[src/pkg/coam_pkg.sv]
// shared constants and types for the operand addressing and move block
package coam_pkg;
    // operand addressing modes, one per documented mode
    typedef enum logic [2:0] {
        MD_REG_DIRECT,
        MD_REG_INDIRECT,
        MD_DISP,
        MD_INC_DEC,
        MD_ABSOLUTE,
        MD_IMMEDIATE,
        MD_PC_REL,
        MD_MEM_INDIRECT
    } coam_mode_e;

    // operand sizes
    typedef enum logic [1:0] {
        SZ_BYTE,
        SZ_WORD,
        SZ_LONG
    } coam_size_e;

    localparam int unsigned MEM_ADDR_W = 16; // address bits driven to memory
    localparam int unsigned PC_W = 24; // program counter width
    localparam logic [31:0] STEP_BYTE = 32'h0000_0001; // byte step
    localparam logic [31:0] STEP_WORD = 32'h0000_0002; // word step
    localparam logic [31:0] STEP_LONG = 32'h0000_0004; // longword step
    // condition code bit positions
    localparam int unsigned CCR_I = 7;
    localparam int unsigned CCR_H = 5;
    localparam int unsigned CCR_N = 3;
    localparam int unsigned CCR_Z = 2;
    localparam int unsigned CCR_V = 1;
    localparam int unsigned CCR_C = 0;
    localparam logic [7:0] CCR_RESET = 8'h80; // interrupts masked at reset

    // keep only the bits of the operand size
    function automatic logic [31:0] size_data(coam_size_e sz,
                                              logic [31:0] d);
        logic [31:0] r;
        r = d;
        if (sz == SZ_BYTE) begin
            r = {24'h00_0000, d[7:0]};
        end else if (sz == SZ_WORD) begin
            r = {16'h0000, d[15:0]};
        end
        return r;
    endfunction

    // sign bit of the operand at its size
    function automatic logic sign_bit(coam_size_e sz, logic [31:0] d);
        logic s;
        s = d[31];
        if (sz == SZ_BYTE) begin
            s = d[7];
        end else if (sz == SZ_WORD) begin
            s = d[15];
        end
        return s;
    endfunction
endpackage

[src/pkg/coam_ea_if.sv]
// carrier between the top block and its effective address calculator
`timescale 1ns/10ps
interface coam_ea_if;
    coam_pkg::coam_mode_e mode; // addressing mode
    logic predec; // pre-decrement instead of post-increment
    coam_pkg::coam_size_e size; // operand size
    logic [31:0] reg_value; // selected address register contents
    logic [31:0] disp; // displacement
    logic disp_short; // displacement is 16 bits wide
    logic [31:0] abs_val; // absolute address or immediate
    logic [coam_pkg::PC_W-1:0] pc; // program counter
    logic [31:0] ea; // full effective address
    logic [31:0] new_reg; // register value after adjust
    logic [31:0] step; // 1, 2 or 4

    modport calc (
        input mode, predec, size, reg_value, disp, disp_short, abs_val, pc,
        output ea, new_reg, step
    );
    modport user (
        output mode, predec, size, reg_value, disp, disp_short, abs_val, pc,
        input ea, new_reg, step
    );
endinterface

[src/logic/coam_ea_calc.sv]
// effective address calculator for all addressing modes
`timescale 1ns/10ps
module coam_ea_calc (
    coam_ea_if.calc bus
);
    logic [31:0] disp_ext; // displacement after sign extension

    // short displacement is sign extended before the add
    always_comb begin
        disp_ext = bus.disp;
        if (bus.disp_short) begin
            disp_ext = {{16{bus.disp[15]}}, bus.disp[15:0]};
        end
    end

    // step by operand size
    always_comb begin
        case (bus.size)
            coam_pkg::SZ_BYTE: bus.step = coam_pkg::STEP_BYTE;
            coam_pkg::SZ_WORD: bus.step = coam_pkg::STEP_WORD;
            default: bus.step = coam_pkg::STEP_LONG;
        endcase
    end

    // address per mode; register direct and immediate need none
    always_comb begin
        bus.ea = bus.reg_value;
        bus.new_reg = bus.reg_value;
        case (bus.mode)
            coam_pkg::MD_DISP: begin
                bus.ea = bus.reg_value + disp_ext;
            end
            coam_pkg::MD_INC_DEC: begin
                if (bus.predec) begin
                    // decrement first, then access the new address
                    bus.ea = bus.reg_value - bus.step;
                    bus.new_reg = bus.reg_value - bus.step;
                end else begin
                    bus.new_reg = bus.reg_value + bus.step;
                end
            end
            coam_pkg::MD_ABSOLUTE: begin
                bus.ea = bus.abs_val;
            end
            coam_pkg::MD_PC_REL: begin
                bus.ea = {8'h00, bus.pc} + disp_ext;
            end
            coam_pkg::MD_MEM_INDIRECT: begin
                // vector slot sits in the first 256 bytes
                bus.ea = {24'h00_0000, bus.abs_val[7:0]};
            end
            default: begin
                bus.ea = bus.reg_value;
            end
        endcase
    end
endmodule

[src/logic/cpu_operand_address_mov.sv]
// operand addressing and move execution unit of a small cpu core
// Overview of operation
// - eight operand addressing modes are supported
// - register direct moves register contents, no memory
// - displacement adds to register; short one sign-extended
// - increment or decrement by 1, 2 or 4
// - only low 16 address bits reach memory
// - byte pre-decrement store decrements, then writes
// - negative flag takes result sign bit
// - zero flag set when result is zero
`timescale 1ns/10ps
module cpu_operand_address_mov (
    input wire logic clk,
    input wire logic reset_n,
    input wire logic op_valid,
    input wire coam_pkg::coam_mode_e op_mode,
    input wire logic op_predec,
    input wire coam_pkg::coam_size_e op_size,
    input wire logic op_store,
    input wire logic [31:0] op_reg_value,
    input wire logic [31:0] op_src_data,
    input wire logic [31:0] op_disp,
    input wire logic op_disp_short,
    input wire logic [31:0] op_abs,
    input wire logic [coam_pkg::PC_W-1:0] op_pc,
    output logic op_ready,
    output logic mem_req,
    output logic mem_we,
    output logic [coam_pkg::MEM_ADDR_W-1:0] mem_addr,
    output logic [31:0] mem_wdata,
    output coam_pkg::coam_size_e mem_size,
    input wire logic mem_ack,
    input wire logic [31:0] mem_rdata,
    output logic done,
    output logic [31:0] result,
    output logic areg_wr,
    output logic [31:0] areg_value,
    output logic [7:0] ccr
);
    typedef enum logic [1:0] {ST_IDLE, ST_VEC, ST_ACC} coam_state_e;

    coam_state_e state_q; // sequencer state
    coam_pkg::coam_size_e size_q; // operand size in flight
    logic store_q; // access writes memory
    logic incdec_q; // address register is written back
    logic [31:0] data_q; // store data
    logic [31:0] new_reg_q; // adjusted address register
    logic [31:0] base_q; // register contents at start
    logic [31:0] step_q; // step taken at start
    logic predec_q; // pre-decrement in flight
    logic ready_q, req_q, we_q, done_q, areg_wr_q;
    logic [coam_pkg::MEM_ADDR_W-1:0] addr_q; // memory address
    logic [31:0] wdata_q, result_q, areg_value_q;
    coam_pkg::coam_size_e msize_q; // size shown to memory
    logic [7:0] ccr_q; // condition codes
    logic start; // request accepted this cycle
    logic no_mem; // mode needs no memory access
    logic fin; // move completes this cycle
    logic [31:0] fin_val; // moved value at its size
    logic [coam_pkg::MEM_ADDR_W-1:0] ea_low; // address less its top bits
    logic [coam_pkg::MEM_ADDR_W-1:0] vec_low; // vector read from memory

    coam_ea_if ea_bus ();

    // feed the calculator from the live request
    assign ea_bus.mode = op_mode;
    assign ea_bus.predec = op_predec;
    assign ea_bus.size = op_size;
    assign ea_bus.reg_value = op_reg_value;
    assign ea_bus.disp = op_disp;
    assign ea_bus.disp_short = op_disp_short;
    assign ea_bus.abs_val = op_abs;
    assign ea_bus.pc = op_pc;

    coam_ea_calc u_calc (
        .bus(ea_bus)
    );

    assign start = op_valid && ready_q;
    // direct and immediate take the operand without a bus cycle
    assign no_mem = (op_mode == coam_pkg::MD_REG_DIRECT) ||
                    (op_mode == coam_pkg::MD_IMMEDIATE);
    assign fin = (start && no_mem) || (state_q == ST_ACC && mem_ack);
    // only the low address bits ever reach memory
    assign ea_low = ea_bus.ea[coam_pkg::MEM_ADDR_W-1:0];
    assign vec_low = mem_rdata[coam_pkg::MEM_ADDR_W-1:0];

    // value that the move transfers, cut to its size
    always_comb begin
        fin_val = coam_pkg::size_data(size_q, store_q ? data_q : mem_rdata);
        if (state_q == ST_IDLE) begin
            if (op_mode == coam_pkg::MD_REG_DIRECT) begin
                fin_val = coam_pkg::size_data(op_size, op_src_data);
            end else begin
                fin_val = coam_pkg::size_data(op_size, op_abs);
            end
        end
    end

    // sequencer and memory request; req holds until acknowledged
    always_ff @(posedge clk) begin
        if (!reset_n) begin
            state_q <= ST_IDLE;
            ready_q <= 1'b1;
            req_q <= 1'b0;
            we_q <= 1'b0;
            addr_q <= '0;
            wdata_q <= '0;
            msize_q <= coam_pkg::SZ_BYTE;
        end else begin
            case (state_q)
                ST_IDLE: begin
                    if (start && !no_mem) begin
                        ready_q <= 1'b0;
                        req_q <= 1'b1;
                        addr_q <= ea_low;
                        if (op_mode == coam_pkg::MD_MEM_INDIRECT) begin
                            // fetch the 16-bit vector first
                            state_q <= ST_VEC;
                            we_q <= 1'b0;
                            msize_q <= coam_pkg::SZ_WORD;
                        end else begin
                            state_q <= ST_ACC;
                            we_q <= op_store;
                            msize_q <= op_size;
                            wdata_q <= coam_pkg::size_data(op_size,
                                                           op_src_data);
                        end
                    end
                end
                ST_VEC: begin
                    if (mem_ack) begin
                        state_q <= ST_ACC;
                        addr_q <= vec_low;
                        we_q <= store_q;
                        msize_q <= size_q;
                        wdata_q <= data_q;
                    end
                end
                default: begin
                    if (mem_ack) begin
                        state_q <= ST_IDLE;
                        ready_q <= 1'b1;
                        req_q <= 1'b0;
                        we_q <= 1'b0;
                    end
                end
            endcase
        end
    end

    // capture of the request fields
    always_ff @(posedge clk) begin
        if (!reset_n) begin
            size_q <= coam_pkg::SZ_BYTE;
            store_q <= 1'b0;
            incdec_q <= 1'b0;
            predec_q <= 1'b0;
            data_q <= '0;
            new_reg_q <= '0;
            base_q <= '0;
            step_q <= '0;
        end else if (start) begin
            size_q <= op_size;
            store_q <= op_store;
            incdec_q <= (op_mode == coam_pkg::MD_INC_DEC);
            predec_q <= op_predec;
            data_q <= coam_pkg::size_data(op_size, op_src_data);
            new_reg_q <= ea_bus.new_reg;
            base_q <= op_reg_value;
            step_q <= ea_bus.step;
        end
    end

    // completion pulse, result and register write-back
    always_ff @(posedge clk) begin
        if (!reset_n) begin
            done_q <= 1'b0;
            result_q <= '0;
            areg_wr_q <= 1'b0;
            areg_value_q <= '0;
        end else begin
            done_q <= fin;
            areg_wr_q <= fin && state_q == ST_ACC && incdec_q;
            if (fin) begin
                result_q <= fin_val;
                areg_value_q <= new_reg_q;
            end
        end
    end

    // flags: n and z from the moved value, v cleared, rest kept
    always_ff @(posedge clk) begin
        if (!reset_n) begin
            ccr_q <= coam_pkg::CCR_RESET;
        end else if (fin) begin
            // the sign sits at the top bit of the moved size
            if (state_q == ST_IDLE) begin
                ccr_q[coam_pkg::CCR_N] <=
                    coam_pkg::sign_bit(op_size, fin_val);
            end else begin
                ccr_q[coam_pkg::CCR_N] <=
                    coam_pkg::sign_bit(size_q, fin_val);
            end
            ccr_q[coam_pkg::CCR_Z] <= (fin_val == 32'h0000_0000);
            ccr_q[coam_pkg::CCR_V] <= 1'b0;
        end
    end

    assign op_ready = ready_q;
    assign mem_req = req_q;
    assign mem_we = we_q;
    assign mem_addr = addr_q;
    assign mem_wdata = wdata_q;
    assign mem_size = msize_q;
    assign done = done_q;
    assign result = result_q;
    assign areg_wr = areg_wr_q;
    assign areg_value = areg_value_q;
    assign ccr = ccr_q;

    // helper: result of the finished move cut to its size
    logic [31:0] res_masked;
    assign res_masked = coam_pkg::size_data(size_q, result_q);
endmodule

[config.mk]
export PLATFORM = sky130hd
export DESIGN_NAME = cpu_operand_address_mov
export DESIGN_NICKNAME = d
export VERILOG_FILES = /design/src/pkg/coam_pkg.sv /design/src/pkg/coam_ea_if.sv /design/src/logic/coam_ea_calc.sv /design/src/logic/cpu_operand_address_mov.sv
export SDC_FILE = /design/constraint.sdc
export NUM_CORES = 1
export LEC_CHECK = 0
export BUFFER_PORTS_ARGS = -buffer_cell sky130_fd_sc_hd__buf_2
export CAP_MARGIN = 0
export CORE_MARGIN = 1.5
export CORE_UTILIZATION = 42
export CTS_CLUSTER_SIZE = 14
export DETAILED_ROUTE_END_ITERATION = 10
export GPL_TIMING_DRIVEN = 0
export PLACE_DENSITY = 0.67
export SLEW_MARGIN = 20
export SYNTH_ARGS = -nofsm -noshare
export SYNTH_HDL_FRONTEND = slang
export SYNTH_SLANG_ARGS = --single-unit
export TNS_END_PERCENT = 100
[constraint.sdc]
create_clock -name clk -period 10.6 [get_ports clk]
set_input_delay 0.53 -clock clk [delete_from_list [all_inputs] [get_ports clk]]
set_output_delay 0.53 -clock clk [all_outputs]
set_load 0.02 [all_outputs]
==> out/metrics.yaml, run 1 <==
status: "complete, no violations"
syn_area_um2: 11400
fin_ws_ns: 5.91
hold_buffers: 0
critPathKind: "in2reg"
drt_iter0_markers: 1558
mostFrequentLayoutCells: "buf_2 (281), nand2_1 (250), dfxtp_1 (191)"
grt-ovfl-total: 0
initial_core_util_pct: 42.5
finalClockSkew_ns: 0.0130
grt_max_degree: 21
max-cap-violations: 0
ioPinCount: 323
htreeDepth: 4
pwr-share-seq_pct: 39.6
setup_violations: 0
vdd_ir_drop_max_uv: 104
drt-total-wl_mm: 48.8
tns_ns: 0
die_area_um2: 28000
yosys.area.top_type: "dfxtp_1"
p_leak_nw: 5.57
grt_pass1_vias: 11900
power.internal_mw: 1.32
ys_seq_area_share_pct: 33.7
synth_top_area_share_pct: 33.7
portBuffers: 277
worstPathArrival_ns: 5.01
die_w_um: 167
r2r_slack_ns: 7.28
hold_violations: 0
async_reset_ff_share_pct: 0
swShare_pct: 35.9
clock.fmax_mhz: 213
synthDistinctLibCells: 78
gp_congestion: 1.01
post-route-period-util_pct: 44.2
cts_setup_buffers: 0
p_clk_share_pct: 34.1
slew_headroom_pct: 37.8
cts_tree: "built"
slew_violations: 0
powerDensity_nw_per_um2: 149
ys_seq_elements: 191
root_buffer: "clkbuf_16"
clkLatencyLatePin_ns: 0.44
nFillCells: 2687
dieHeight_um: 167
antenna_left: 0
drc_errors: 0
first_pass_iters: 7
core_um2: 26700
grt_setup_unrepaired: "no"
ys.flop_type: "dfxtp_1"
dpl.hpwl_mm: 38.9
ys_warn_count: 0
cts_buffer_depth: 2
cts.repair.resized: 0
hp-class: "in2reg"
end_kind: "register"
worst_pin_slew_ns: 0.930
synthCells: 1503
final_common_cell: "buf_2"
cts_made_buffers: 17
antenna_found_initial: 2
ys_top_cells_by_area: "dfxtp_1 (34%), nand2_1 (8.3%), a21oi_1 (6.1%), mux2i_1 (4.9%), nor2_1 (4.4%)"
critical_path.max_fanout: 10
wl_per_cell_um: 22.6
fp-row-count: 60
grt_usage_pct: 33.6
timing.final.crit_period_ns: 4.69
clkTransAtPathRegs_ns: 0.08
syn_to_final_growth_pct: 21.8
vias_per_cell: 6.05
required_ns: 10.93
p_comb_share_pct: 26.3
switchingPower_mw: 0.741
pre_cts_slack_ns: 5.60
grt_pass1_wl_mm: 71.8
num_vias: 13100
drive_gt1_share_pct: 19.8
nets: 2028
cts_num_sinks: 191
synth-edff-count: 0
avgSynthCellArea_um2: 7.56
crit_path_start_kind: "input pin"
-- registers in the layout, summed over array words and instances (netlist names) --
name and flops:
areg_value 32, data_q 32, mem_wdata 32, new_reg_q 32
result 32, mem_addr 16, ccr 2, mem_size 2
size_q 2, state_q 2, areg_wr 1, done 1
incdec_q 1, mem_req 1, mem_we 1, op_ready 1
store_q 1
-- critical path: stages --
cell      delay (ns)
buf_2           0.11
clkbuf_1        0.34
inv_1           0.15
nor2_1          0.67
nand2_1         0.40
clkbuf_1        0.36
mux2_2          0.35
ha_1            0.23
inv_1           0.08
fa_1            0.19
nand3b_1        0.15
a21oi_1         0.12
nor4b_1         0.51
o21ai_0         0.20
xor2_1          0.20
a221oi_1        0.32
a211oi_1        0.07
-- per-stage QoR --
stage	hold WS, ns	total power [mW]	area [um2]	cells	utilization, %
2_1_floorplan	0.414	1.14	11400	1507	-
3_3_place_gp	0.427	1.35	13200	2125	49.3
3_5_place_dp	0.425	1.36	13200	2126	49.4
4_1_cts	0.353	2.05	13800	2158	51.8
5_1_grt	0.373	2.13	13800	2158	51.8
6_report	0.362	2.06	13800	2159	51.8
-- power groups by stage --
stage	Combinational (mW)	Sequential, mW	Clock, mW
after floorplan	0.278	0.867	0
after global placement	0.522	0.831	0
after detailed placement	0.526	0.831	0
after CTS	0.528	0.815	0.705
after global routing	0.579	0.822	0.731
final	0.544	0.817	0.703
-- layout make-up --
type | count | area (um2) | share of cell area [%]
tap | 341 | 427 | 3.08
antenna | 1 | 2.50 | 0.0181
buffer | 132 | 546 | 3.94
timing repair buffer | 278 | 1390 | 10.1
inverter | 22 | 82.6 | 0.597
clock buffer | 17 | 425 | 3.07
sequential | 191 | 3820 | 27.6
multi-input combinational | 1162 | 6930 | 50.1
clock inverter | 15 | 209 | 1.51
-- worst paths after layout --
kind	startpoint	end	depth (start not counted)
worst max register to register	store_q$_SDFFE_PN0P_	ccr[2]$_SDFFE_PN0N_	9
worst min register to register	incdec_q$_SDFFE_PN0P_	areg_wr$_SDFF_PN0_	2
worst min-delay path	op_src_data[1]	data_q[1]$_SDFFE_PN0P_	3
worst max-delay path	op_mode[2]	mem_addr[14]$_SDFFE_PN0P_	17
-- cells by family after synthesis --
kind of cell               Yosys count  synth area share (%)
DFF                                191                  33.7
other                                2                0.0661
AOI/OAI and AO/OA                  410                  23.2
adders and majority gates           28                  3.28
and+or+nand+nor                    592                  23.5
muxes                               75                  6.82
buffers and inverters              154                  5.53
xor gates and xnor gates            51                  3.93
-- metal layers --
layer	global-route usage, %	vias to the layer above	part of all wire (%)
met5	0	-	0
met4	12.5	0	3.7
met3	9.76	135	13
met2	49.2	846	41
met1	46.7	6078	43
li1	-	6000	-
-- Yosys cell counts, types with 7 or more instances --
cell type  instances
a21oi_1          138
nor2_1           133
a311oi_1          39
nand2b_1           7
nor2b_1           10
dfxtp_1          191
nand3_1           79
mux2i_1           56
nor3_1            30
nand4_1           13
a211oi_1          30
ha_1              25
o31ai_1            8
xor2_1            26
inv_1             22
xnor2_1           25
mux2_2            19
clkbuf_1         105
nand2_1          250
o221ai_1          17
o22ai_1           14
o211ai_1          14
o21ai_0           79
nor4_1            13
or3_1              9
a31oi_1           13
and3_1            12
buf_1             14
Power figures use the tool's default switching activity.
==> run 2, diff against run 1 <==
- PLACE_DENSITY: 0.67 -> 0.69
- clock period: 10.6 -> 4.2 ns (I/O delays scaled with it)
==> run 2 against run 1 <==
  * Via count grew 0.78%
  * Clock skew decreased by 0.0020 ns
  * Setup slack worse by 5.7 ns
  * Critical path type unchanged
==> out/metrics.yaml, run 2 (synthesis results as in run 1) <==
status: "complete, no violations"
first_pass_iters: 6  # -1
worst_pin_slew_ns: 1.02  # +0.0944 ns
nets: 2027  # -0.049%
htreeDepth: 4  # unchanged
fin_ws_ns: 0.211  # -5.70 ns
worstPathArrival_ns: 4.30  # -0.71 ns
cts_tree: "built"
num_vias: 13200  # +0.78%
antenna_found_initial: 1  # -1
max-cap-violations: 0  # unchanged
powerDensity_nw_per_um2: 370  # +150%
clkLatencyLatePin_ns: 0.45  # about the same
drt-total-wl_mm: 51.0  # +4.4%
gp_congestion: 1.02  # +1.2%
setup_violations: 0  # unchanged
dp.cells: 2126  # unchanged
final_common_cell: "buf_2"
die_area_um2: 28000  # unchanged
fin_cells: 2157  # -0.093%
finalClockSkew_ns: 0.0111  # -0.00196 ns
cts_setup_buffers: 0  # unchanged
cts_buffer_depth: 2  # unchanged
grt-ovfl-total: 0  # unchanged
required_ns: 4.51  # -6.42 ns
wl_per_cell_um: 23.6  # +4.5%
drc_errors: 0  # unchanged
clock.fmax_mhz: 251
switchingPower_mw: 1.85  # +150%
p_clk_share_pct: 32.2  # -1.9 points
core_um2: 26700  # unchanged
die_w_um: 167  # unchanged
fp-row-count: 60  # unchanged
cts_made_buffers: 17  # unchanged
hp-class: "in2reg"
finish.utilization_pct: 51.6  # -0.21 points
cts_num_sinks: 191  # unchanged
grt_pass1_wl_mm: 74.8  # +4.1%
dpl.hpwl_mm: 40.1  # +3.1%
slew_violations: 0  # unchanged
antenna_left: 0  # unchanged
mostFrequentLayoutCells: "buf_2 (281), nand2_1 (250), dfxtp_1 (191)"
clkTransAtPathRegs_ns: 0.08  # about the same
swShare_pct: 36.2  # +0.27 points
grt_usage_pct: 35.3  # +1.7 points
slew_headroom_pct: 31.3  # -6.5 points
power.internal_mw: 3.26  # +150%
grt_max_degree: 19  # -9.5%
end_kind: "register"
root_buffer: "clkbuf_16"
hold_violations: 0  # unchanged
pre_cts_slack_ns: -0.430  # -6.03 ns
vias_per_cell: 6.10  # +0.87%
holdWs_ns: 0.0225  # -0.340 ns
grt_setup_unrepaired: "no"
portBuffers: 277  # unchanged
dieHeight_um: 167  # unchanged
critPathKind: "in2reg"
initial_core_util_pct: 42.5  # unchanged
crit_path_start_kind: "input pin"
syn_to_final_growth_pct: 21.3
drive_gt1_share_pct: 19.8  # -0.033 points
critical_path.max_fanout: 10  # unchanged
p_total_mw: 5.10  # +150%
p_comb_share_pct: 27.3  # +1.0 points
post-route-period-util_pct: 95.0
ioPinCount: 323  # unchanged
timing.final.crit_period_ns: 3.99
grt_pass1_vias: 12100  # +1.5%
pwr-share-seq_pct: 40.4  # +0.8 points
drt_iter0_markers: 1892  # +21%
vdd_ir_drop_max_uv: 279  # +170%
p_leak_nw: 5.54  # -0.59%
==> run 2: changes by cell type in the layout (fill, tap and decap cells not counted) <==
cell	before	now
inv_6	6	2
clkinvlp_4	0	2
inv_12	1	0
nor2_2	0	1
clkinv_8	3	1
inv_8	2	4
bufinv_16	2	1
nor2_1	133	132
clkinv_4	1	3
==> run 2: power by group through the flow <==
stage                     sequential, mW  combinational [mW]  clock [mW]
after global placement              2.10                1.34           0
final                               2.06                1.39        1.65
after floorplan                     2.19               0.701           0
after detailed placement            2.10                1.35           0
after CTS                           2.06                1.35        1.65
after global routing                2.08                1.48        1.73
==> run 2: final timing paths <==
check,from,to,slack [ns],depth (start not counted)
worst max-delay path,op_size[1],new_reg_q[14]$_SDFFE_PN0P_,0.21,12
worst min-delay path,op_src_data[6],data_q[6]$_SDFFE_PN0P_,0.02,3
worst max register to register,store_q$_SDFFE_PN0P_,ccr[2]$_SDFFE_PN0N_,0.71,9
worst min register to register,areg_value[24]$_SDFFE_PN0N_,areg_value[24]$_SDFFE_PN0N_,0.45,2
==> run 2: stage by stage <==
| step | instance area, um2 | setup TNS (ns) |
|---|---|---|
| CTS | 13800 | 0 |
| finish | 13800 | 0 |
| floorplan | 11400 | 0 |
| global placement | 13200 | -2.30 |
| detailed placement | 13200 | -2.38 |
| global route | 13800 | 0 |
==> run 2: routing by layer <==
layer  share of wire, %  track usage (%)  wire length (um)  vias up
li1                   -                -                 -     6006
met1                 43             50.0             22100     6208
met2                 41             52.0             21200      831
met3                 12             9.55              6250      116
met4                3.0             11.0              1540        0
met5                  0                0                 0        -
==> run 2: layout make-up <==
type	count	area (um2)
Multi-Input combinational cell	1162	6930
Antenna cell	1	2.50
Tap cell	341	427
Clock inverter	13	150
Sequential cell	191	3820
Buffer	131	542
Fill cell	2683	12900
Inverter	22	82.6
Timing Repair Buffer	278	1390
Clock buffer	18	429
==> run 2: what timing repair did <==
| item | CTS | global route |
|---|---|---|
| hold buffers | 0 | 0 |
| gates resized for setup | 0 | 1 |
| setup endpoints to repair | 0 | 8 |
==> run 2: worst max-delay path: stages <==
cell      delay (ns)
buf_2           0.16
clkbuf_1        0.45
buf_1           0.68
inv_1           0.22
ha_1            0.34
clkbuf_1        0.21
a211oi_1        0.43
nand2_1         0.21
nor4_1          0.59
o21ai_0         0.22
xor2_1          0.42
a211oi_1        0.14
==> run 3, diff against run 2 <==
- CORE_MARGIN: 1.5 -> 3
==> run 3 against run 2 <==
  * Register-to-register slack improved by 0.16 ns
  * Utilization increased by 0.96 points
  * Clock skew up 0.0088 ns
  * Critical path depth increased by 1
  * Clock-buffer cell count is 1 lower
  * Hold slack better by 0.015 ns
  * Wire length shrank 0.88%
  * Critical endpoint is now mem_addr[12]$_SDFFE_PN0P_
  * Largest power group unchanged
  * Highest routed layer is now met5
==> out/metrics.yaml, run 3 (synthesis results as in run 1) <==
clkLatencyLatePin_ns: 0.45  # about the same
powerDensity_nw_per_um2: 379  # +2.5%
worst_pin_slew_ns: 1.15  # +0.121 ns
drt_iter0_markers: 1576  # -17%
mostFrequentLayoutCells: "buf_2 (281), nand2_1 (250), dfxtp_1 (191)"
antenna_found_initial: 6  # +5
crit_path_start_kind: "input pin"
finish.utilization_pct: 52.5  # +0.96 points
portBuffers: 277  # unchanged
cts_buffer_depth: 2  # unchanged
fin_ws_ns: 0.280  # +0.0689 ns
dieHeight_um: 170  # +1.8%
fin_cells: 2154  # -0.14%
grt-ovfl-total: 0  # unchanged
r2r_slack_ns: 0.87  # +0.16 ns
ioPinCount: 323  # unchanged
setup_violations: 0  # unchanged
dpl-instance-area_um2: 13200  # about the same
gp_congestion: 1.04  # +1.9%
wl_per_cell_um: 23.5  # -0.75%
grt_max_degree: 21  # +2
nets: 2028  # +0.049%
vias_per_cell: 6.10  # about the same
initial_core_util_pct: 43.1  # +0.60 points
die_w_um: 170  # +1.8%
grt_setup_unrepaired: "no"
dp.cells: 2120  # -0.28%
die_area_um2: 29000  # +3.6%
slew_violations: 0  # unchanged
holdWs_ns: 0.0378  # +0.0153 ns
grt_pass1_vias: 12200  # +0.76%
crit_path_start: "op_mode[1]"
postLayoutCellArea_um2: 13800  # +0.45%
hold_buffers: 0  # unchanged
worstPathArrival_ns: 4.28  # -0.02 ns
grt_usage_pct: 33.3  # -2.0 points
reg2regPathDepth: 8  # -1
p_total_mw: 5.25  # +2.9%
clock.fmax_mhz: 255  # +1.8%
hold_violations: 0  # unchanged
cts_num_sinks: 191  # unchanged
cp-endpoint: "mem_addr[12]$_SDFFE_PN0P_"
end_kind: "register"
r2r_start: "store_q$_SDFFE_PN0P_"
drc_errors: 0  # unchanged
status: "complete, no violations"
critical_path.max_fanout: 10  # unchanged
vdd_ir_drop_max_uv: 272  # -2.6%
hp-class: "in2reg"
syn_to_final_growth_pct: 21.9
max-cap-violations: 0  # unchanged
cts_made_buffers: 17  # unchanged
post-route-period-util_pct: 93.3  # -1.6 points
htreeDepth: 4  # unchanged
root_buffer: "clkbuf_16"
slew_headroom_pct: 23.4  # -7.9 points
pre_cts_slack_ns: -0.502  # -0.0724 ns
first_pass_iters: 6  # unchanged
required_ns: 4.56  # +0.05 ns
crit-reg2reg-capture: "ccr[2]$_SDFFE_PN0N_"
clkTransAtPathRegs_ns: 0.08  # about the same
drive_gt1_share_pct: 19.9  # +0.088 points
final_common_cell: "buf_2"
p_leak_nw: 5.57  # +0.59%
grt_pass1_wl_mm: 73.8  # -1.3%
dpl.hpwl_mm: 40.0  # -0.12%
drt-total-wl_mm: 50.5  # -0.88%
num_vias: 13100  # -0.21%
tns_ns: 0  # unchanged
critPathKind: "in2reg"
timing.final.crit_period_ns: 3.92  # -0.0689 ns
fp-row-count: 59  # -1.7%
finalClockSkew_ns: 0.0199  # +0.00884 ns
cts_tree: "built"
core_um2: 26400  # -1.4%
antenna_left: 0  # unchanged
==> run 3: cell types whose count changed in the layout (fill, tap and decap cells not counted), sizes merged <==
cell | before | now
bufinv | 1 | 2
clkinv | 4 | 3
clkinvlp | 2 | 1
diode | 1 | 2
inv | 28 | 31
==> run 3: area by class of cell <==
class / count / area, um2
Fill cell: 2705 / 12500
Multi-Input combinational cell: 1162 / 6940
Sequential cell: 191 / 3820
Timing Repair Buffer: 278 / 1390
Buffer: 132 / 546
Clock buffer: 17 / 425
Tap cell: 335 / 419
Clock inverter: 15 / 213
Inverter: 22 / 82.6
Antenna cell: 2 / 5.00
==> run 3: what timing repair did <==
item | in CTS | in global routing
setup endpoints to repair | 2 | 3
buffers inserted | 0 | 0
cloned | 0 | 0
resized for setup | 1 | 1
==> run 3: critical path: stages <==
cell and delay (ns):
clkbuf_1 0.34, clkbuf_1 0.52, nand2_1 0.37, clkbuf_1 0.36, mux2_2 0.37, ha_1 0.33, a21oi_1 0.20, o21ai_0 0.17
nor4b_1 0.54, o21ai_0 0.23, xnor2_1 0.22, or3_1 0.33, o211ai_1 0.08
==> run 3: worst min-delay path by stage <==
stage / start / endpoint / cells past startpoint / slack (ns)
finish: op_src_data[6] / data_q[6]$_SDFFE_PN0P_ / 3 / 0.04
global route: op_store / store_q$_SDFFE_PN0P_ / 3 / 0.04
CTS: op_store / store_q$_SDFFE_PN0P_ / 3 / 0.03
detailed placement: areg_value[9]$_SDFFE_PN0N_ / areg_value[9]$_SDFFE_PN0N_ / 2 / 0.44
global placement: areg_value[24]$_SDFFE_PN0N_ / areg_value[24]$_SDFFE_PN0N_ / 2 / 0.44
floorplan: op_src_data[0] / data_q[0]$_SDFFE_PN0P_ / 2 / 0.35
==> run 3: metal layers <==
| metal | global-route usage, % | wire length, um | vias to the layer above |
|---|---|---|---|
| met5 | 0 | 62 | - |
| met4 | 10.6 | 1530 | 6 |
| met3 | 7.90 | 5880 | 107 |
| li1 | - | - | 6009 |
| met1 | 48.0 | 21900 | 6196 |
| met2 | 49.1 | 21100 | 816 |
==> run 3: power breakdown <==
group	internal [mW]	leakage [nW]	switching, mW	total (mW)
sequential	1.96	1.57	0.105	2.06
clock	0.927	0.308	0.884	1.81
combinational	0.456	3.70	0.923	1.38
total	3.34	5.57	1.91	5.25
